File: src/logic/dst_pkg.sv
package dst_pkg;

    // status bit positions
    localparam int BIT_NOT_READY = 7;
    localparam int BIT_WPROT = 6;
    localparam int BIT_RTYPE = 5;
    localparam int BIT_RNF = 4;
    localparam int BIT_CRC = 3;
    localparam int BIT_LOST = 2;
    localparam int BIT_DRQ = 1;
    localparam int BIT_BUSY = 0;

    // register map (word index on the plain port)
    localparam logic [1:0] ADDR_STATUS = 2'h0;
    localparam logic [1:0] ADDR_COMMAND = 2'h1;
    localparam logic [7:0] STATUS_RESET = 8'h00;

    // command codes written to the command register
    localparam logic [1:0] CMD_NONE = 2'h0;
    localparam logic [1:0] CMD_READ_SECTOR = 2'h1;
    localparam logic [1:0] CMD_READ_TRACK = 2'h2;
    localparam logic [1:0] CMD_WRITE = 2'h3;

    // one byte time (32 us in double density)
    localparam int BYTE_TIME_NS = 32000;
    localparam int CLK_PERIOD_NS = 50;
    localparam int BYTE_CYCLES = BYTE_TIME_NS / CLK_PERIOD_NS;

    typedef enum logic [1:0] {
        ST_IDLE = 2'b00,
        ST_RUN = 2'b01,
        ST_DONE = 2'b11
    } dst_state_type;

    // results reported by the data path at command end
    typedef struct packed {
        logic record_missing_flag;
        logic crc;
        logic deleted_mark;
        logic write_fault;
        logic write_protect;
    } dst_result_type;

    // drive status lines
    typedef struct packed {
        logic ready;
        logic write_protect;
        logic write_fault;
    } dst_drive_type;

endpackage : dst_pkg

File: src/logic/dst_flag.sv
`timescale 1ns/100ps
`default_nettype none
module dst_flag
    import dst_pkg::*;
(
    // clock and reset
    input wire logic clk_i,
    input wire logic reset_i,
    // set and clear
    input wire logic set_i,
    input wire logic clear_i,
    output logic flag_o
);
    ////////////////////////////////////////////////////////////////////
    // sticky flag, set wins over clear
    always_ff @(posedge clk_i) begin
        if (reset_i) begin
            flag_o <= 1'b0;
        end else if (set_i) begin
            flag_o <= 1'b1;
        end else if (clear_i) begin
            flag_o <= 1'b0;
        end
    end
endmodule : dst_flag
`default_nettype wire

File: src/logic/dst_lost_timer.sv
`timescale 1ns/100ps
`default_nettype none
module dst_lost_timer
    import dst_pkg::*;
#(
    parameter int CYCLES = BYTE_CYCLES
) (
    // clock and reset
    input wire logic clk_i,
    input wire logic reset_i,
    // request tracking
    input wire logic request_i,
    output logic overrun_o
);
    logic [15:0] count_ff;

    ////////////////////////////////////////////////////////////////////
    // counts how long a request stays unserviced
    always_ff @(posedge clk_i) begin
        if (reset_i || !request_i) begin
            count_ff <= 16'h0000;
            overrun_o <= 1'b0;
        end else begin
            overrun_o <= (count_ff == 16'(CYCLES - 1));
            if (count_ff != 16'(CYCLES - 1)) begin
                count_ff <= count_ff + 16'h0001;
            end
        end
    end
endmodule : dst_lost_timer
`default_nettype wire

File: src/logic/dst_status.sv
// Function
// - bit 7 high when drive not ready or master reset asserted
// - read sector, read track and write refused while drive not ready
// - bit 6 flags write protect during writes, clears on update
// - bit 5 on read sector is mark type, 1 deleted, 0 normal
// - bit 5 on writes flags drive write fault, clears on update
// - bit 4 set when track, sector or side not found, except on read track
// - bit 3 flags crc error except on read track, id fields if bit 4 also set
// - host services request in one byte time, else bit 2 lost data
// - bit 1 mirrors the data request output
// - bit 0 high while a command executes
`timescale 1ns/100ps
`default_nettype none
module dst_status
    import dst_pkg::*;
#(
    parameter int BYTE_CYC = BYTE_CYCLES
) (
    // clock and reset
    input wire logic clk_i,
    input wire logic reset_i,
    // register port
    input wire logic [1:0] addr_i,
    input wire logic [7:0] wdata_i,
    input wire logic wr_i,
    input wire logic rd_i,
    output logic [7:0] rdata_o,
    // drive and master reset
    input wire logic master_reset_in_i,
    input wire dst_drive_type drive_i,
    // data path
    input wire logic byte_holding_register_full_i,
    input wire logic byte_serviced_i,
    input wire logic cmd_end_i,
    input wire dst_result_type result_i,
    // command outputs
    output logic transfer_request_out_o,
    output logic [1:0] active_cmd_o,
    output logic cmd_refused_o
);
    dst_state_type state_ff, nxt_state;
    logic [1:0] cmd_ff;
    logic [7:0] rdata_ff;
    logic drq_ff, nxt_drq;
    logic refused_ff;
    logic not_ready_ff;
    logic rtype_ff;
    logic is_write, is_rsec, busy;
    logic start_req, start_ok, start_bad, update;
    logic overrun;
    logic lost_flag, wprot_flag, wfault_flag, rnf_flag, crc_flag;
    logic [7:0] status_word;

    ////////////////////////////////////////////////////////////////////
    // decode
    assign start_req = wr_i && (addr_i == ADDR_COMMAND)
        && (wdata_i[1:0] != CMD_NONE) && (state_ff != ST_RUN);
    assign start_ok = start_req && drive_i.ready && !master_reset_in_i;
    assign start_bad = start_req && !start_ok;
    assign update = start_ok; // new command updates the status
    assign busy = (state_ff == ST_RUN);
    assign is_write = (cmd_ff == CMD_WRITE);
    assign is_rsec = (cmd_ff == CMD_READ_SECTOR);

    ////////////////////////////////////////////////////////////////////
    // command sequencer
    always_comb begin
        nxt_state = state_ff;
        case (state_ff)
            ST_IDLE: begin
                if (start_ok) begin
                    nxt_state = ST_RUN;
                end
            end
            ST_RUN: begin
                if (cmd_end_i || master_reset_in_i) begin
                    nxt_state = ST_DONE;
                end
            end
            ST_DONE: begin
                if (start_ok) begin
                    nxt_state = ST_RUN;
                end
            end
            default: nxt_state = ST_IDLE;
        endcase
    end

    // data request: read full or write empty, only while running
    always_comb begin
        nxt_drq = 1'b0;
        if (busy && !cmd_end_i) begin
            nxt_drq = is_write ? !byte_holding_register_full_i
                               : byte_holding_register_full_i;
        end
        if (byte_serviced_i) begin
            nxt_drq = 1'b0;
        end
    end

    ////////////////////////////////////////////////////////////////////
    // sticky error flags
    dst_lost_timer #(.CYCLES(BYTE_CYC)) u_lost (
        .clk_i(clk_i),
        .reset_i(reset_i),
        .request_i(drq_ff),
        .overrun_o(overrun)
    );

    dst_flag u_lost_flag (
        .clk_i(clk_i), .reset_i(reset_i),
        .set_i(overrun), .clear_i(update), .flag_o(lost_flag)
    );
    dst_flag u_wprot_flag (
        .clk_i(clk_i), .reset_i(reset_i),
        .set_i(busy && is_write && drive_i.write_protect),
        .clear_i(update), .flag_o(wprot_flag)
    );
    dst_flag u_wfault_flag (
        .clk_i(clk_i), .reset_i(reset_i),
        .set_i(busy && is_write && drive_i.write_fault),
        .clear_i(update), .flag_o(wfault_flag)
    );
    dst_flag u_rnf_flag (
        .clk_i(clk_i), .reset_i(reset_i),
        .set_i(busy && cmd_end_i && result_i.record_missing_flag
               && (cmd_ff != CMD_READ_TRACK)),
        .clear_i(update), .flag_o(rnf_flag)
    );
    dst_flag u_crc_flag (
        .clk_i(clk_i), .reset_i(reset_i),
        .set_i(busy && cmd_end_i && result_i.crc
               && (cmd_ff != CMD_READ_TRACK)),
        .clear_i(update), .flag_o(crc_flag)
    );

    ////////////////////////////////////////////////////////////////////
    // state registers
    always_ff @(posedge clk_i) begin
        if (reset_i) begin
            state_ff <= ST_IDLE;
            cmd_ff <= CMD_NONE;
            drq_ff <= 1'b0;
            refused_ff <= 1'b0;
            not_ready_ff <= 1'b1;
            rtype_ff <= 1'b0;
        end else begin
            state_ff <= nxt_state;
            drq_ff <= nxt_drq;
            refused_ff <= start_bad;
            not_ready_ff <= !drive_i.ready || master_reset_in_i;
            if (start_ok) begin
                cmd_ff <= wdata_i[1:0];
            end
            if (update) begin
                rtype_ff <= 1'b0;
            end else if (busy && is_rsec && cmd_end_i) begin
                rtype_ff <= result_i.deleted_mark;
            end
        end
    end

    ////////////////////////////////////////////////////////////////////
    // status assembly and read port
    assign status_word = {
        not_ready_ff,
        is_write ? wprot_flag : 1'b0,
        is_write ? wfault_flag : (is_rsec ? rtype_ff : 1'b0),
        rnf_flag,
        crc_flag,
        lost_flag,
        drq_ff,
        busy
    };

    // reads have no side effects on the command
    always_ff @(posedge clk_i) begin
        if (reset_i) begin
            rdata_ff <= STATUS_RESET;
        end else if (rd_i && addr_i == ADDR_STATUS) begin
            rdata_ff <= status_word;
        end else if (rd_i && addr_i == ADDR_COMMAND) begin
            rdata_ff <= {6'h00, cmd_ff};
        end else begin
            rdata_ff <= 8'h00;
        end
    end

    assign rdata_o = rdata_ff;
    assign transfer_request_out_o = drq_ff;
    assign active_cmd_o = cmd_ff;
    assign cmd_refused_o = refused_ff;
endmodule : dst_status
`default_nettype wire

File: config.mk
export PLATFORM = sky130hd
export DESIGN_NAME = dst_status
export DESIGN_NICKNAME = d
export VERILOG_FILES = /design/src/logic/dst_pkg.sv /design/src/logic/dst_flag.sv /design/src/logic/dst_lost_timer.sv /design/src/logic/dst_status.sv
export SDC_FILE = /design/constraint.sdc
export NUM_CORES = 1
export LEC_CHECK = 0
export ABC_CLOCK_PERIOD_IN_PS = 1670
export BUFFER_PORTS_ARGS = -buffer_cell sky130_fd_sc_hd__buf_2
export CORE_MARGIN = 2
export CORE_UTILIZATION = 40
export CTS_BUF_LIST = sky130_fd_sc_hd__clkbuf_8
export DETAILED_ROUTE_END_ITERATION = 8
export HOLD_SLACK_MARGIN = 0.15
export PLACE_DENSITY_LB_ADDON = 0.05
export SETUP_SLACK_MARGIN = 0.2
export SLEW_MARGIN = 15
export SYNTH_ARGS = -nofsm -noshare
export SYNTH_HDL_FRONTEND = slang
export SYNTH_SLANG_ARGS = --single-unit
export TNS_END_PERCENT = 30
File: constraint.sdc
create_clock -name clk_i -period 1.67 [get_ports clk_i]
set_clock_uncertainty 0.1 [all_clocks]
set_input_delay 0.334 -clock clk_i [delete_from_list [all_inputs] [get_ports clk_i]]
set_output_delay 0.334 -clock clk_i [all_outputs]
set_load 0.05 [all_outputs]
==> results_dict.tcl <==
set metrics [dict create \
    run_status "complete, no violations" \
    fmax_mhz 636 \
    io_pins 38 \
    source_to_sink_clock_delay_at_the_later_pin_of_the_worst_skew_pair_ns 0.28 \
    worst_slew_margin_rel 0.705 \
    die_y_um 67.2 \
    timing.critical_path.slowest_cell_delay_ns 0.34 \
    finalNetCount 245 \
    tritoncts "yes" \
    pwr_density_cell_mw_per_mm2 948 \
    cts.htree.levels 2 \
    drt-initial-drc-count 84 \
    critical_path_class "flip-flop to flip-flop" \
    cp_capture_type "flip-flop" \
    grt_setup_unrepaired "true" \
    gp_congestion 0.768 \
    seq_total_area_yosys 0.476 \
    numCtsBuffers 5 \
    synth_common_cells "dfxtp_1, nand2_1, nor2_1" \
    ys_async_sr_fraction 0 \
    die_area_mm2 0.00452 \
    clk_path_buf_depth 2 \
    drcViolationCount 0 \
    timing_max_transition_violations_final 0 \
    finalHoldViolCount 0 \
    timing.critical_path.max_delay_family "compound AO/OA/AOI/OAI gates" \
    initial_core_util 0.427 \
    grt_util_all_layers 0.173 \
    report.power.total_mw 1.96 \
    layout-area-overhead-vs-synth_pct 29.5 \
    num-fill-cells 369 \
    die-width_um 67.2 \
    min_period_ns 1.57 \
    grt_start_max_net_pins 12 \
    synth_cells 174 \
    postSynthRegisterBits 38 \
    crit_path_start_kind "flip-flop" \
    post_dr_vias_cell 5.25 \
    grt_pass1_wl_um 5950 \
    synth_area_leaders "dfxtp_1, nand2_1, nor2_1" \
    synth_top_area_frac 0.476 \
    max-vdd-ir-drop_mv 0.488 \
    root_buffer "clkbuf_8" \
    antenna_violating_nets_post_route 0 \
    total_negative_slack_ns 0 \
    synthesis.area_mm2 0.00160 \
    port-buffer-count 29 \
    compound_gate_portion_of_the_synthesized_area 0.121 \
    crit_path_required_time_ns 1.75 \
    post_synth_xor_area_fraction 0.0383 \
    routedWlPerCell_um 13.6 \
    arrival_ns 1.65 \
    mux_share_of_post_synthesis_cell_area 0.0321 \
    p_leak_nw 0.860 \
    drive_above_1_share 0.349 \
    netlist.top_cell.by_area "dfxtp_1" \
    core.rowCount 22 \
    clock_sinks 38 \
    synth_area_per_cell_um2 9.19 \
    synthFlopType "dfxtp_1" \
    grt_pass1_vias 1313 \
    crit_path_top_delay_cell "dfxtp_2" \
    yosys_warnings 0 \
    number_of_distinct_standard_cells_referenced_by_the_synthesized_netlist 45 \
    dominant_combinational_cell_family_by_area_after_synthesis "simple AND/OR/NAND/NOR gates" \
    core_area_mm2 0.00374 \
    max_slew.worst_pin.slew_ns 0.442 \
    synth_enable_flop_cells 0 \
    num_antenna_cells 0 \
    fraction_of_the_mapped_netlist_area_in_adder_cells 0.0313 \
    timing.hold.worst.class "input port to flip-flop" \
    setup_viol 0 \
    critical_path.n_buffers_inverters 1 \
    path_max_fanout 4 \
    synth.most_common_cell "dfxtp_1" \
    drv_cap 0 \
    antenna_found_initial 0 \
    number_of_vias_after_detailed_routing 1382 \
    synth-simple-area-share 0.270 \
    grt_remaining_overflow 0 \
    wl_um 3570 \
    finalCritPeriodShare 0.941 \
    clkSlewWorstSetupHoldPaths_ns 0.07 \
    path_cells "inv_2 > ha_4 > and4bb_4 > a31o_4 > a21oi_2 > a311oi_1" \
    first_pass_iters 4 \
    mappedNetlistNets 204 \
    dp_hpwl_um 2620 \
]
==> cells by family (layout without fill, tap and decap cells) <==
logic type,count (synthesis),count (layout)
simple gates,81,81
fa+ha+maj,4,4
buf+inv,10,51
compound gates,29,29
mux,5,5
xor+xnor,7,7
flops,38,38
==> cells in the final DEF, fill, tap and decap left out, types with 3 or more instances in the layout <==
cell type / n
dfxtp_1: 30
buf_2: 28
nand2_1: 19
nor2_1: 14
buf_4: 11
a21oi_1: 7
dfxtp_2: 6
clkbuf_8: 6
and2_1: 5
nand4_1: 5
nand3_1: 5
nor3_1: 4
mux2i_1: 4
o21ai_0: 4
a31oi_1: 4
xor2_1: 4
nand2b_1: 3
nor2b_1: 3
and3_1: 3
xnor2_1: 3
==> through the flow <==
step                setup slack (ns)  utilization  hold WS (ns)  cell area, um^2  instances
finish                        0.0977        0.553         0.161             2070        263
CTS                           0.0970        0.547         0.156             2050        263
global placement              0.0752        0.504         0.323             1890        253
detailed placement            0.0423        0.504         0.330             1890        253
floorplan                      0.166            -         0.306             1660        174
global route                  0.0304        0.553         0.162             2070        263
==> final timing paths <==
| path | from | endpoint | slack, ns | depth (start not counted) |
|---|---|---|---|---|
| setup / recovery | state_ff[1] | state_ff[0] | 0.1 | 6 |
| hold / removal | result_i[3] | u_crc_flag.flag_o | 0.16 | 2 |
| setup reg to reg | state_ff[1] | state_ff[0] | 0.1 | 6 |
| hold reg to reg | not_ready_ff | rdata_o[7] | 0.35 | 1 |
==> routing by layer <==
layer | vias to the layer above | track usage | share of wire
met1 | 651 | 0.229 | 0.48
met4 | 0 | 0.0485 | 0.0090
met2 | 31 | 0.277 | 0.45
met5 | - | 0 | 0
met3 | 5 | 0.0467 | 0.058
li1 | 695 | - | -
==> power by group <==
| part | total (mW) | switching, mW | internal [mW] | leakage [nW] |
|---|---|---|---|---|
| logic | 0.229 | 0.120 | 0.109 | 0.492 |
| clock network | 0.785 | 0.307 | 0.478 | 0.0573 |
| registers | 0.949 | 0.0209 | 0.928 | 0.311 |
==> layout make-up <==
cell class,count,area (um^2),area share
Multi-Input combinational cell,126,871,0.421
Sequential cell,38,776,0.375
Timing Repair Buffer,41,240,0.116
Clock buffer,6,82.6,0.0399
Tap cell,48,60.1,0.0290
Clock inverter,1,30.0,0.0145
Inverter,3,11.3,0.00544
==> registers in the layout, summed over array words and instances (netlist names), 2 cells and up <==
register         count
u_lost.count_ff     16
state_ff             2
active_cmd_o         2
rdata_o              8
==> what timing repair did <==
item	CTS	global route
buffers inserted	2	0
endpoints found under the setup margin	22	22
gates resized for setup	6	8
hold endpoints to repair	1	0
hold buffers	1	0
pin swaps	6	5
(Power assumes the default switching activity.)
